$ cat src/hw/ppdir_defs.svh
// Constants of the parallel port mode and indirect register block.
// Assumes inclusion by bare name from the package and the bench.
`ifndef PPDIR_DEFS_SVH
`define PPDIR_DEFS_SVH

// Host byte offsets from the board base address.
`define PPDIR_WIN_OFS        6'h18
`define PPDIR_MISC_OFS       6'h1c

// Indirect register indices.
`define PPDIR_IDX_PRI_ADDR   2'h0
`define PPDIR_IDX_PRI_CNT    2'h1
`define PPDIR_IDX_SEC_ADDR   2'h2
`define PPDIR_IDX_SEC_CNT    2'h3

// Miscellaneous register field positions.
`define PPDIR_MISC_MODE_MSB  3
`define PPDIR_MISC_MODE_LSB  0
`define PPDIR_MISC_SEC_MSB   14
`define PPDIR_MISC_PRI_MSB   15

// Reset values.
`define PPDIR_REG_RST        16'h0000
`define PPDIR_MODE_RST       4'h0

// Operating mode codes.
`define PPDIR_MODE_COMPAT    4'h0
`define PPDIR_MODE_FIFO_TX_A 4'h5
`define PPDIR_MODE_FIFO_TX_B 4'h4
`define PPDIR_MODE_FIFO_RX_A 4'h7
`define PPDIR_MODE_FIFO_RX_B 4'h6
`define PPDIR_MODE_DMA_TX_A  4'h9
`define PPDIR_MODE_DMA_TX_B  4'h8
`define PPDIR_MODE_DMA_RX_A  4'hb
`define PPDIR_MODE_DMA_RX_B  4'ha

`endif

$ cat src/hw/ppdir_pkg.sv
// Types and the mode decoder of the parallel port indirect register block.
// Assumes ppdir_defs.svh is on the include path.
`include "ppdir_defs.svh"

package ppdir_pkg;

  // Host register access, one word per cycle.
  typedef struct packed {
    logic        wr;
    logic        rd;
    logic [5:0]  addr;
    logic [15:0] wdata;
  } ppdir_hreq_s;

  // Decoded operating mode.
  typedef struct packed {
    logic valid;
    logic active;
    logic fifo;
    logic dma;
    logic rx;
    logic line_a;
  } ppdir_mode_s;

  typedef enum logic [1:0] {
    PPDIR_IDLE = 2'b01,
    PPDIR_BUSY = 2'b10
  } ppdir_state_e;

  function automatic ppdir_mode_s decode_mode(input logic [3:0] m);
    ppdir_mode_s r;
    r = '0;
    case (m)
      `PPDIR_MODE_COMPAT:    r = 6'h20;
      `PPDIR_MODE_FIFO_TX_A: r = 6'h39;
      `PPDIR_MODE_FIFO_TX_B: r = 6'h38;
      `PPDIR_MODE_FIFO_RX_A: r = 6'h3b;
      `PPDIR_MODE_FIFO_RX_B: r = 6'h3a;
      `PPDIR_MODE_DMA_TX_A:  r = 6'h35;
      `PPDIR_MODE_DMA_TX_B:  r = 6'h34;
      `PPDIR_MODE_DMA_RX_A:  r = 6'h37;
      `PPDIR_MODE_DMA_RX_B:  r = 6'h36;
      default:               r = 6'h00;
    endcase
    return r;
  endfunction : decode_mode

endpackage : ppdir_pkg

$ cat src/hw/ppdir_req_sync.sv
// Two-stage synchroniser with rising edge detection for pin inputs.
// Assumes one clock; the enable freezes all stages.
`timescale 1ns/1ps

module ppdir_req_sync (
  // Clock and reset
  input  wire logic       clk,
  input  wire logic       rst,
  input  wire logic       en,
  // Pins
  input  wire logic [2:0] pin_in,
  // Synchronised view
  output logic      [2:0] level,
  output logic      [2:0] rise
);

  logic [2:0] meta_q;
  logic [2:0] sync_q;
  logic [2:0] prev_q;

  always_ff @(posedge clk or posedge rst)
  begin
    if (rst)
    begin
      meta_q <= 3'h0;
      sync_q <= 3'h0;
      prev_q <= 3'h0;
    end
    else if (en)
    begin
      meta_q <= pin_in;
      sync_q <= meta_q;
      prev_q <= sync_q;
    end
  end

  assign level = sync_q;
  assign rise  = sync_q & ~prev_q;

endmodule : ppdir_req_sync

$ cat src/hw/ppdir_top.sv
// Parallel port operating mode and indirect DMA/FIFO register set.
// Assumes host accesses arrive on CLOCK; request and INIT pins are async.
`timescale 1ns/1ps

module ppdir_top (
  // Clock, reset and enable
  input  wire logic                   CLOCK,
  input  wire logic                   SYS_RST,
  input  wire logic                   CLK_EN,
  // Host register access
  input  wire ppdir_pkg::ppdir_hreq_s HOST_REQ,
  input  wire logic [1:0]             CSR_INDEX,
  input  wire logic                   MASTER_RST,
  input  wire logic                   BUS_INIT,
  output logic [15:0]                 HOST_RDATA,
  // User device request pins
  input  wire logic                   USER_REQ_A,
  input  wire logic                   USER_REQ_B,
  // Transfer engine side
  input  wire logic [5:0]             FIFO_LEVEL,
  input  wire logic                   XFER_ACK,
  input  wire logic                   BUF_SEL,
  input  wire logic                   PRI_DONE_EV,
  input  wire logic                   SEC_DONE_EV,
  output logic                        XFER_REQ,
  output ppdir_pkg::ppdir_mode_s      MODE_INFO,
  output logic [3:0]                  PORT_MODE,
  output logic [17:0]                 DMA_ADDR,
  output logic                        PRI_DONE,
  output logic                        SEC_DONE
);

  // --------------------------------------------------------------
  // Pin synchronisation
  // --------------------------------------------------------------

  logic [2:0] pin_level;
  logic [2:0] pin_rise;

  ppdir_req_sync u_sync (
    .clk    (CLOCK),
    .rst    (SYS_RST),
    .en     (CLK_EN),
    .pin_in ({BUS_INIT, USER_REQ_B, USER_REQ_A}),
    .level  (pin_level),
    .rise   (pin_rise)
  );

  // --------------------------------------------------------------
  // Register state
  // --------------------------------------------------------------

  logic [15:0]            regs_q [4];
  logic [15:0]            misc_q;
  logic [15:0]            misc_d;
  logic [15:0]            rdata_q;
  logic [15:0]            rdata_d;
  logic                   pri_done_q;
  logic                   pri_done_d;
  logic                   sec_done_q;
  logic                   sec_done_d;
  logic [17:0]            dma_addr_q;
  logic [17:0]            dma_addr_d;
  ppdir_pkg::ppdir_mode_s mode_q;
  ppdir_pkg::ppdir_state_e state_q;
  ppdir_pkg::ppdir_state_e state_d;

  // --------------------------------------------------------------
  // Decoding
  // --------------------------------------------------------------

  wire clr       = MASTER_RST | pin_level[2];
  wire wr_ok     = CLK_EN & HOST_REQ.wr & ~clr;
  wire win_hit   = HOST_REQ.addr == `PPDIR_WIN_OFS;
  wire misc_hit  = HOST_REQ.addr == `PPDIR_MISC_OFS;
  wire win_wr    = wr_ok & win_hit;
  wire misc_wr   = wr_ok & misc_hit;
  wire win_rd    = CLK_EN & HOST_REQ.rd & win_hit;
  wire cnt1_wr   = win_wr & (CSR_INDEX == `PPDIR_IDX_PRI_CNT);
  wire cnt3_wr   = win_wr & (CSR_INDEX == `PPDIR_IDX_SEC_CNT);

  wire [3:0] cur_mode =
    misc_q[`PPDIR_MISC_MODE_MSB:`PPDIR_MISC_MODE_LSB];
  ppdir_pkg::ppdir_mode_s cur_info;
  assign cur_info = ppdir_pkg::decode_mode(cur_mode);

  // in FIFO modes register 1 reads back the occupancy.
  wire fifo_view = cur_info.fifo &
                   (CSR_INDEX == `PPDIR_IDX_PRI_CNT);
  wire [15:0] win_value = fifo_view ? {10'h000, FIFO_LEVEL}
                                    : regs_q[CSR_INDEX];

  // Selected request line, only while a transfer mode is valid.
  wire req_edge = cur_info.line_a ? pin_rise[0] : pin_rise[1];
  wire can_xfer = cur_info.valid & cur_info.active;
  wire start    = can_xfer & req_edge & ~clr;

  // --------------------------------------------------------------
  // Next-state logic
  // --------------------------------------------------------------

  assign misc_d = clr     ? {12'h000, `PPDIR_MODE_RST} :
                  misc_wr ? HOST_REQ.wdata : misc_q;

  assign rdata_d = win_rd ? win_value : 16'h0000;

  // a done event in the clearing cycle leaves the flag clear.
  assign pri_done_d = clr         ? 1'b0 :
                      PRI_DONE_EV ? 1'b1 :
                      cnt1_wr     ? 1'b0 : pri_done_q;
  assign sec_done_d = clr         ? 1'b0 :
                      SEC_DONE_EV ? 1'b1 :
                      cnt3_wr     ? 1'b0 : sec_done_q;

  assign dma_addr_d = BUF_SEL ?
    {misc_q[`PPDIR_MISC_SEC_MSB], regs_q[`PPDIR_IDX_SEC_ADDR], 1'b0} :
    {misc_q[`PPDIR_MISC_PRI_MSB], regs_q[`PPDIR_IDX_PRI_ADDR], 1'b0};

  always_comb
  begin
    state_d = state_q;
    case (state_q)
      ppdir_pkg::PPDIR_IDLE:
      begin
        if (start)
          state_d = ppdir_pkg::PPDIR_BUSY;
      end
      ppdir_pkg::PPDIR_BUSY:
      begin
        if (clr || XFER_ACK || !can_xfer)
          state_d = ppdir_pkg::PPDIR_IDLE;
      end
      default:
        state_d = ppdir_pkg::PPDIR_IDLE;
    endcase
  end

  // --------------------------------------------------------------
  // Indirect registers
  // --------------------------------------------------------------

  always_ff @(posedge CLOCK or posedge SYS_RST)
  begin
    if (SYS_RST)
    begin
      for (int i = 0; i < 4; i++)
        regs_q[i] <= `PPDIR_REG_RST;
    end
    else if (CLK_EN)
    begin
      if (clr)
      begin
        for (int i = 0; i < 4; i++)
          regs_q[i] <= `PPDIR_REG_RST;
      end
      else if (win_wr)
        regs_q[CSR_INDEX] <= HOST_REQ.wdata;
    end
  end

  // --------------------------------------------------------------
  // Control state
  // --------------------------------------------------------------

  always_ff @(posedge CLOCK or posedge SYS_RST)
  begin
    if (SYS_RST)
    begin
      misc_q     <= {12'h000, `PPDIR_MODE_RST};
      rdata_q    <= 16'h0000;
      pri_done_q <= 1'b0;
      sec_done_q <= 1'b0;
      dma_addr_q <= 18'h00000;
      mode_q     <= 6'h20;
      state_q    <= ppdir_pkg::PPDIR_IDLE;
    end
    else if (CLK_EN)
    begin
      misc_q     <= misc_d;
      rdata_q    <= rdata_d;
      pri_done_q <= pri_done_d;
      sec_done_q <= sec_done_d;
      dma_addr_q <= dma_addr_d;
      mode_q     <= ppdir_pkg::decode_mode(
                      misc_d[`PPDIR_MISC_MODE_MSB:`PPDIR_MISC_MODE_LSB]);
      state_q    <= state_d;
    end
  end

  // --------------------------------------------------------------
  // Outputs
  // --------------------------------------------------------------

  assign HOST_RDATA = rdata_q;
  assign XFER_REQ   = state_q[1];
  assign MODE_INFO  = mode_q;
  assign PORT_MODE  = cur_mode;
  assign DMA_ADDR   = dma_addr_q;
  assign PRI_DONE   = pri_done_q;
  assign SEC_DONE   = sec_done_q;
endmodule : ppdir_top

$ cat config.mk
export PLATFORM = sky130hd
export DESIGN_NAME = ppdir_top
export DESIGN_NICKNAME = d
export VERILOG_FILES = /design/src/hw/ppdir_pkg.sv /design/src/hw/ppdir_req_sync.sv /design/src/hw/ppdir_top.sv
export VERILOG_INCLUDE_DIRS = /design/src /design/src/hw
export SDC_FILE = /design/constraint.sdc
export NUM_CORES = 1
export LEC_CHECK = 0
export BUFFER_PORTS_ARGS = -buffer_cell sky130_fd_sc_hd__buf_2
export CAP_MARGIN = 30
export CORE_AREA = 2 2 120 122
export DETAILED_ROUTE_END_ITERATION = 10
export DIE_AREA = 0 0 122 124
export GPL_TIMING_DRIVEN = 0
export HOLD_SLACK_MARGIN = 0.1
export PLACE_DENSITY = 0.69
export SLEW_MARGIN = 20
export SYNTH_ARGS = -nofsm -noshare
export SYNTH_HDL_FRONTEND = slang
export SYNTH_SLANG_ARGS = --single-unit
$ cat constraint.sdc
create_clock -name CLOCK -period 7.53 [get_ports CLOCK]
set_clock_uncertainty 0.1 [all_clocks]
set_input_delay 0.753 -clock CLOCK [delete_from_list [all_inputs] [get_ports CLOCK]]
set_output_delay 0.753 -clock CLOCK [all_outputs]
set_load 0.01 [all_outputs]
Word level (Yosys, flattened, before mapping)
Memory sizes are Yosys's and may differ from the RTL's. A register that Yosys moved wholly into a read port is not among the register bits.
Cells that the tools add are included.

word-level totals
  register bits = 126
  bits in read-only memories = 192
  input bits = 43
  output and inout port bits = 47
  word-level logic and storage cells = 79
  memories = 2

memory list
  name              words  width  read ports  clocked after memory_dff  wr ports  line             source
  (name not given)  16     6      1           1                         0         ppdir_pkg.sv:33  case (m)
  (name not given)  16     6      1           0                         0         ppdir_pkg.sv:33

cells by class
  order comparisons = 2
  equality and inequality tests = 8
  multiplexer cells = 23
  bitwise operators = 17
  reduce and logical (&&, ||, !) cells = 13

operators with widths
  operator            count
  $mux 64             2
  $mux 16             7
  $bwmux 64           1
  $bmux 16 s2         1
  $demux 16 s2        1
  $mux 18             1
  $and 1x1->1         12
  $eq 6x5->1 const B  2
  $reduce_and 2->1    4
  $mux 1              7
  $reduce_bool 3->1   2
  $eq 2x1->1 const B  2
  $eq 2x2->1 const B  2
  $mux 2              2
  $ne 2x2->1 const B  2
  $pmux 2 s2          1
  $reduce_bool 2->1   2
  $ge 3x3->1 const B  1
  $lt 3x1->1 const B  1
  $not 2->3           1
  $reduce_and 3->1    1
  $and 2x2->2         1
  $logic_or 1x1->1    2
  $not 2->2           1
  other kinds (4)     4

Longest topological paths before layout
Gate-level depths: netlist (run 1).

  word-level depth = 8
  gate-level depth with buffers = 7
  depth with buffers taken out = 6

By module
From an unflattened synthesis (run 1), not the netlist that was laid out.

second synthesis, totals
  cell total of the unflattened synthesis = 410
  area, all modules = 5450.2 sq um

modules (own cells, without submodules)
  module          instances  cells each  area an instance (sq um)
  ppdir_top       1          387         5056.1
  ppdir_req_sync  1          23          394.1

Worst setup path after synthesis (run 1)
Ideal clock, no wire load.

  kind = input to register
  start point = input port CLK_EN
  end point = register, netlist name MODE_INFO[2]
  setup time = 0.125 ns
  arrival time = 2.319 ns
  slack = 4.986 ns
  cell stages on the path = 7
  path buffers = 2
  cell sequence = buf_4 > or3b_4 > nor3_4 > buf_4 > a21oi_1 > ha_1 > mux2_2

between the ends
  word-level cells in the longest chain between the ends = 5

RTL lines
  item                       line              source
  start, declared            ppdir_top.sv:9    input wire logic CLK_EN,
  $and 1x1->1 (2 in series)  ppdir_top.sv:73   wire wr_ok = CLK_EN & HOST_REQ.wr & ~clr;
  $and 1x1->1                ppdir_top.sv:77   wire misc_wr = wr_ok & misc_hit;
  $mux 16                    ppdir_top.sv:103  misc_wr ? HOST_REQ.wdata : misc_q;
  $mux 16                    ppdir_top.sv:102  assign misc_d = clr ? {12'h000, `PPDIR_MODE_RST} :

Parallel ways exist; a longest one is shown, timed or not. The select of a mux whose other input is x is not followed.
A chain may end at the register's enable or synchronous reset.

Worst setup path after layout (run 1)
  start point = register u_sync.sync_q[2], in the netlist u_sync.level[2]
  end point = register, netlist name MODE_INFO[2]

between the ends
  word-level cells in the longest chain between the ends = 6

RTL lines
  item                    line                  source
  start, declared         ppdir_req_sync.sv:18  logic [2:0] sync_q;
  start signal, assigned  ppdir_req_sync.sv:32  sync_q <= meta_q;
  $or 1x1->1 (*)          ppdir_top.sv:72       wire clr = MASTER_RST | pin_level[2];
  $not 1->1               ppdir_top.sv:73
  $and 1x1->1             ppdir_top.sv:73
  $and 1x1->1             ppdir_top.sv:77
  $mux 16                 ppdir_top.sv:103
  $mux 16 (*)             ppdir_top.sv:102

Every way passes the cells marked *; elsewhere a longest branch is shown, timed or not. The select of a mux whose other input is x is not followed.

==> results.cfg, run 1 <==
[pwr]
ir_drop_v = 0.0001403
p_leak_nw = 3.272
power_density_nw_per_um2 = 236.4

[global_routing]
grt_overflow = 0
grt_pass1_wl_um = 22920
grt_max_degree = 66
grt_pass1_vias = 4133
antenna_found_initial = 0
gr-max-usage-layer = met2
use_met3_pct = 5.723
gr-usage-met1_pct = 26.58
grt_use_total_pct = 20.47
gr-usage-met2_pct = 32.51

[clocking]
root_buffer = clkbuf_16
htreeDepth = 4
cts_buffers = 17
cts_resized = 0
cts_setup_buffers = 0
clock_latency_ps = 410
cts_buffer_depth = 2
holdBufCountCts = 0
clkTransAtPathRegs_ps = 60
clock_sinks = 121
cts_tree = built

[logic_synthesis]
syn_inst = 404
syn_area_sq_um = 5430
ys_seq_area_share_pct = 55.81
synthTopCellsByArea = dfrtp_1, a22o_1, mux4_2
synth_seq_cells = 121
async_reset_ff_share_pct = 100.0
synth_warnings = 0
synth_area_leader_cell = dfrtp_1
yosysTopAreaCellShare_pct = 54.84
synth_fp_nets = 450
syn_avg_cell_area_sq_um = 13.44
ys.flop_type = dfrtp_1
synthDistinctLibCells = 46
synth_edf_count = 0

[sta]
whs_ps = 292.4
hold_viol_final = 0
setup_ws_ps = 5194
fmax_ghz = 0.4280
fin_crit_ps = 2336
relSlewSlack_pct = 48.75
slew_viol_final = 0
tns_ps = 0
finalSetupViolations = 0
rsz0062_at_grt = no
finalCritPeriodShare_pct = 31.03
worst_pin_slew_ps = 768.7

[finish]
drive_gt1_share_pct = 34.23
diodes = 0
stdcell_area_sq_um = 6683
finalNetCount = 554
utilization_pct = 48.71
area_delta_synth_final_pct = 23.06

[setup_path]
r2r_slack_ps = 5190
r2r_start = u_sync.level[2]
r2r-end = MODE_INFO[2]
arrival_ps = 2530
rr_worst_depth = 6
worstSetupPathType = reg2reg
worstPathRequired_ps = 7730
critPathLaunchType = flip-flop
critPathCaptureType = flip-flop
path_max_fanout = 10

[floorplanning]
boundaryPins = 90
row_count = 43
die_x_um = 122
die_h_um = 124
initial_core_util_pct = 39.58
dieArea_sq_um = 15130
core_sq_um = 13720

[drt]
postRouteAntennaNets = 0
num_vias = 3909
post_drt_wl_per_cell_um = 20.49
vias_per_cell = 5.584
drt-initial-drc-count = 272
finalWirelength_um = 14340
first_pass_iters = 4
drcViolationCount = 0

[min_path]
hp-class = in2async

[place]
gp_congestion = 0.8019
place_area_sq_um = 6108
numPortBuffers = 84
dp_hpwl_um = 9725
dp_slack_ps = 4754

[run]
cap_violations = 0

[status]
outcome = finished, final reports clean
sequential cells by signal, indices dropped and copies added (netlist names):
name	cells
regs_q	64
DMA_ADDR	17
HOST_RDATA	16
MODE_INFO	6
misc_q	6
u_sync.level	3
u_sync.meta_q	3
state_q	2
u_sync.prev_q	2
PRI_DONE	1
SEC_DONE	1
layer usage:
layer | part of all wire [%] | wire, um
met5 | 0 | 0
met4 | 2.2 | 322
met3 | 6.3 | 898
met2 | 48 | 6877
met1 | 44 | 6246
layout by cell type (no fill, tap or decap), types with 3 or more instances in the layout:
cell type | netlist | routed
clkbuf_8 | 0 | 3
ha_1 | 3 | 3
nand2_1 | 6 | 6
mux2i_1 | 19 | 19
mux4_2 | 16 | 16
dfrtp_1 | 119 | 119
nor3_4 | 3 | 3
clkbuf_1 | 10 | 14
a221o_1 | 4 | 4
nor3_1 | 3 | 3
a21oi_1 | 21 | 21
buf_6 | 4 | 4
a21o_1 | 3 | 3
a22o_1 | 84 | 84
nor2_1 | 26 | 26
buf_4 | 13 | 13
nand3_1 | 3 | 3
nor2b_1 | 3 | 3
o21ai_0 | 5 | 5
mux2_2 | 11 | 11
clkbuf_16 | 0 | 17
inv_1 | 4 | 3
and3_1 | 6 | 6
clkinvlp_4 | 0 | 3
buf_2 | 8 | 92
power breakdown:
part | switching [mW] | internal [mW]
combinational | 0.0748 | 0.0389
clock | 0.283 | 0.510
sequential | 0.00868 | 0.665
worst max-delay path, cell delays in order (launching register included):
cell and delay, ps:
dfrtp_1 430, or3b_4 460, nor3_4 400, buf_4 250, a21oi_1 80, ha_1 220
mux2_2 270
cells by family after synthesis:
logic type / Yosys count / synth area share, %
compound gates: 128 / 19.68
flops: 121 / 55.81
simple gates: 63 / 6.613
mux: 46 / 12.42
buf+inv: 40 / 4.401
fa+ha+maj: 3 / 0.6913
xor+xnor: 2 / 0.3226
other cells: 1 / 0.06906
cells in the mapped netlist (5+ instances only):
master,n
a21oi_1,21
a22o_1,84
and3_1,6
buf_2,8
buf_4,13
clkbuf_1,10
dfrtp_1,119
mux2_2,11
mux2i_1,19
mux4_2,16
nand2_1,6
nor2_1,26
o21ai_0,5
worst max-delay path by stage:
stage,startpoint,endpoint,slack [ps],cells past startpoint
floorplan,SYS_RST,DMA_ADDR[10],3470,1
global placement,SYS_RST,HOST_RDATA[11],2280,2
detailed placement,HOST_REQ[21],MODE_INFO[2],4750,8
CTS,u_sync.level[2],MODE_INFO[2],5190,6
global route,u_sync.level[2],MODE_INFO[2],5080,6
finish,u_sync.level[2],MODE_INFO[2],5190,6
final cells by class:
| class | instances | area [sq um] |
|---|---|---|
| fill | 1228 | 7037 |
| buffer | 36 | 224.0 |
| inverter | 4 | 20.02 |
| clock buffer | 24 | 481.7 |
| multi-input combinational | 243 | 2161 |
| sequential | 121 | 3030 |
| clock inverter | 7 | 92.59 |
| timing repair buffer | 85 | 447.9 |
| tap | 180 | 225.2 |
stage by stage:
step,total power [mW],std cells
floorplan,0.7484,404
global placement,0.7945,668
detailed placement,0.7994,669
CTS,1.591,700
global route,1.633,700
finish,1.580,700
Note: power is estimated with default switching activity, not from simulation.
==> run 2: changes to the inputs <==
==> constraint.sdc (replaced) <==
create_clock -name CLOCK -period 2.35 [get_ports CLOCK]
set_clock_uncertainty 0.1 [all_clocks]
set_input_delay 0.235 -clock CLOCK [delete_from_list [all_inputs] [get_ports CLOCK]]
set_output_delay 0.235 -clock CLOCK [all_outputs]
set_load 0.01 [all_outputs]
==> run 2 against run 1 <==
Effect of this change: critical path depth up 1; wire length up 1.8%; cell area up 6.4%; die area unchanged; largest cell class unchanged.
==> results.cfg, run 2 (synthesized netlist as in run 1, its figures left out) <==
[global_routing]
grt_overflow = 0
antenna_found_initial = 0
grt_pass1_vias = 4259
grt_use_total_pct = 20.60
grt_pass1_wl_um = 23180
grt_max_degree = 35

[finish]
largest_reg_flops = 64
finalNetCount = 584
stdcell_area_sq_um = 7109
diodes = 0
area_delta_synth_final_pct = 30.92
utilization_pct = 51.82
final_common_cell = dfrtp_1
drive_gt1_share_pct = 33.76
final_cell_mix = dfrtp_1, buf_2, a22o_1
regMostFlops = regs_q

[floorplanning]
die_h_um = 124
dieArea_sq_um = 15130
row_count = 43
core_sq_um = 13720
boundaryPins = 90
initial_core_util_pct = 39.58
die_x_um = 122

[pwr]
power_density_nw_per_um2 = 792.4
p_int_mw = 4.447
ir_drop_v = 0.0004801
swShare_pct = 21.07
combPwrFrac_pct = 7.2
switching_power_mw = 1.187
p_leak_nw = 3.474
power_frac_seq_pct = 38.3
power.share.clock_pct = 54.5
power.total_mw = 5.634

[place]
gp_congestion = 0.8112
place_area_sq_um = 6140
dp_slack_ps = 32.39
dp_hpwl_um = 9873
numPortBuffers = 84

[setup_path]
path_max_fanout = 6
worstSetupPathType = reg2reg
worstPathRequired_ps = 2550
arrival_ps = 2360
critPathLaunchType = flip-flop
critPathCaptureType = flip-flop

[clocking]
clock_latency_ps = 410
clock_sinks = 121
cts_tree = built
cts_buffers = 17
clkTransAtPathRegs_ps = 60
root_buffer = clkbuf_16
cts_buffer_depth = 2
htreeDepth = 4
cts_resized = 0

[sta]
relSlewSlack_pct = 48.58
hold_viol_final = 0
finalCritPeriodShare_pct = 91.85
fmax_ghz = 0.4633
fin_crit_ps = 2158
worst_pin_slew_ps = 769.7
setup_ws_ps = 191.6
slew_viol_final = 0
finalSetupViolations = 0
rsz0062_at_grt = no

[drt]
vias_per_cell = 5.592
drt-initial-drc-count = 307
post_drt_wl_per_cell_um = 19.97
postRouteAntennaNets = 0
num_vias = 4088
first_pass_iters = 5
finalWirelength_um = 14600
drcViolationCount = 0

[min_path]
hp-class = in2reg

[status]
outcome = finished, final reports clean

[run]
cap_violations = 0
-- run 2: cell count changes in the layout (fill, tap and decap cells not counted) --
cell,delta
clkinv_2,-2
clkbuf_8,+3
bufinv_16,+4
dlygate4sd3_1,+24
buf_4,+4
buf_12,+3
inv_6,-1
clkinvlp_4,-2
clkbuf_1,-1
buf_16,-1
-- run 2: timing repair --
item                       CTS  global route
hold buffers                24             0
setup endpoints to repair    0             3
buffers inserted             0             4
hold endpoints to repair    94             0
-- run 2: through the flow --
stage | cells | hold WS, ps | TNS [ps]
3_3_place_gp | 668 | 359.0 | -20520
3_5_place_dp | 671 | 247.9 | 0
2_1_floorplan | 404 | 267.5 | 0
5_1_grt | 731 | 156.1 | 0
6_report | 731 | 131.7 | 0
4_1_cts | 727 | 117.0 | 0
-- run 2: critical path: stages, from the launching register on --
cell	delay [ps]
dfrtp_1	440
or3b_4	460
nor3_4	180
buf_4	190
nor4_1	70
a21o_1	160
ha_1	180
mux2_2	260
-- run 2: area by class of cell --
cell class	instances	area (sq um)
Fill cell	1195	6610
Sequential cell	121	3030
Multi-Input combinational cell	243	2161
Timing Repair Buffer	115	750.7
Clock buffer	26	519.2
Tap cell	180	225.2
Buffer	36	224.0
Clock inverter	6	180.2
Inverter	4	18.77
-- run 2: layer usage --
metal / global-route usage [%] / up-vias / share of wire (%) / routed length (um)
li1: - / 1809 / - / -
met1: 27.41 / 2095 / 43 / 6315
met2: 33.03 / 165 / 48 / 7077
met3: 4.808 / 19 / 6.4 / 938
met4: 7.687 / 0 / 1.8 / 265
met5: 0 / - / 0 / 0
-- run 2: path summary, 6_finish.rpt --
check                                start           end  slack (ps)  cells past startpoint
min                               XFER_ACK    state_q[0]         130                      5
max reg2reg                u_sync.level[2]  MODE_INFO[2]         190                      7
max in group asynchronous          SYS_RST  DMA_ADDR[13]        1010                      5
min in group asynchronous          SYS_RST   DMA_ADDR[9]         340                      3
max                        u_sync.level[2]  MODE_INFO[2]         190                      7
min reg2reg                   MODE_INFO[0]  MODE_INFO[0]         380                      1
-- run 2: power by group through the flow --
stage | Combinational [mW] | Clock, mW | Sequential, mW
6_report | 0.405 | 3.07 | 2.16
5_1_grt | 0.441 | 3.19 | 2.16
4_1_cts | 0.408 | 3.09 | 2.16
3_5_place_dp | 0.374 | 0 | 2.19
3_3_place_gp | 0.355 | 0 | 2.19
2_1_floorplan | 0.199 | 0 | 2.20
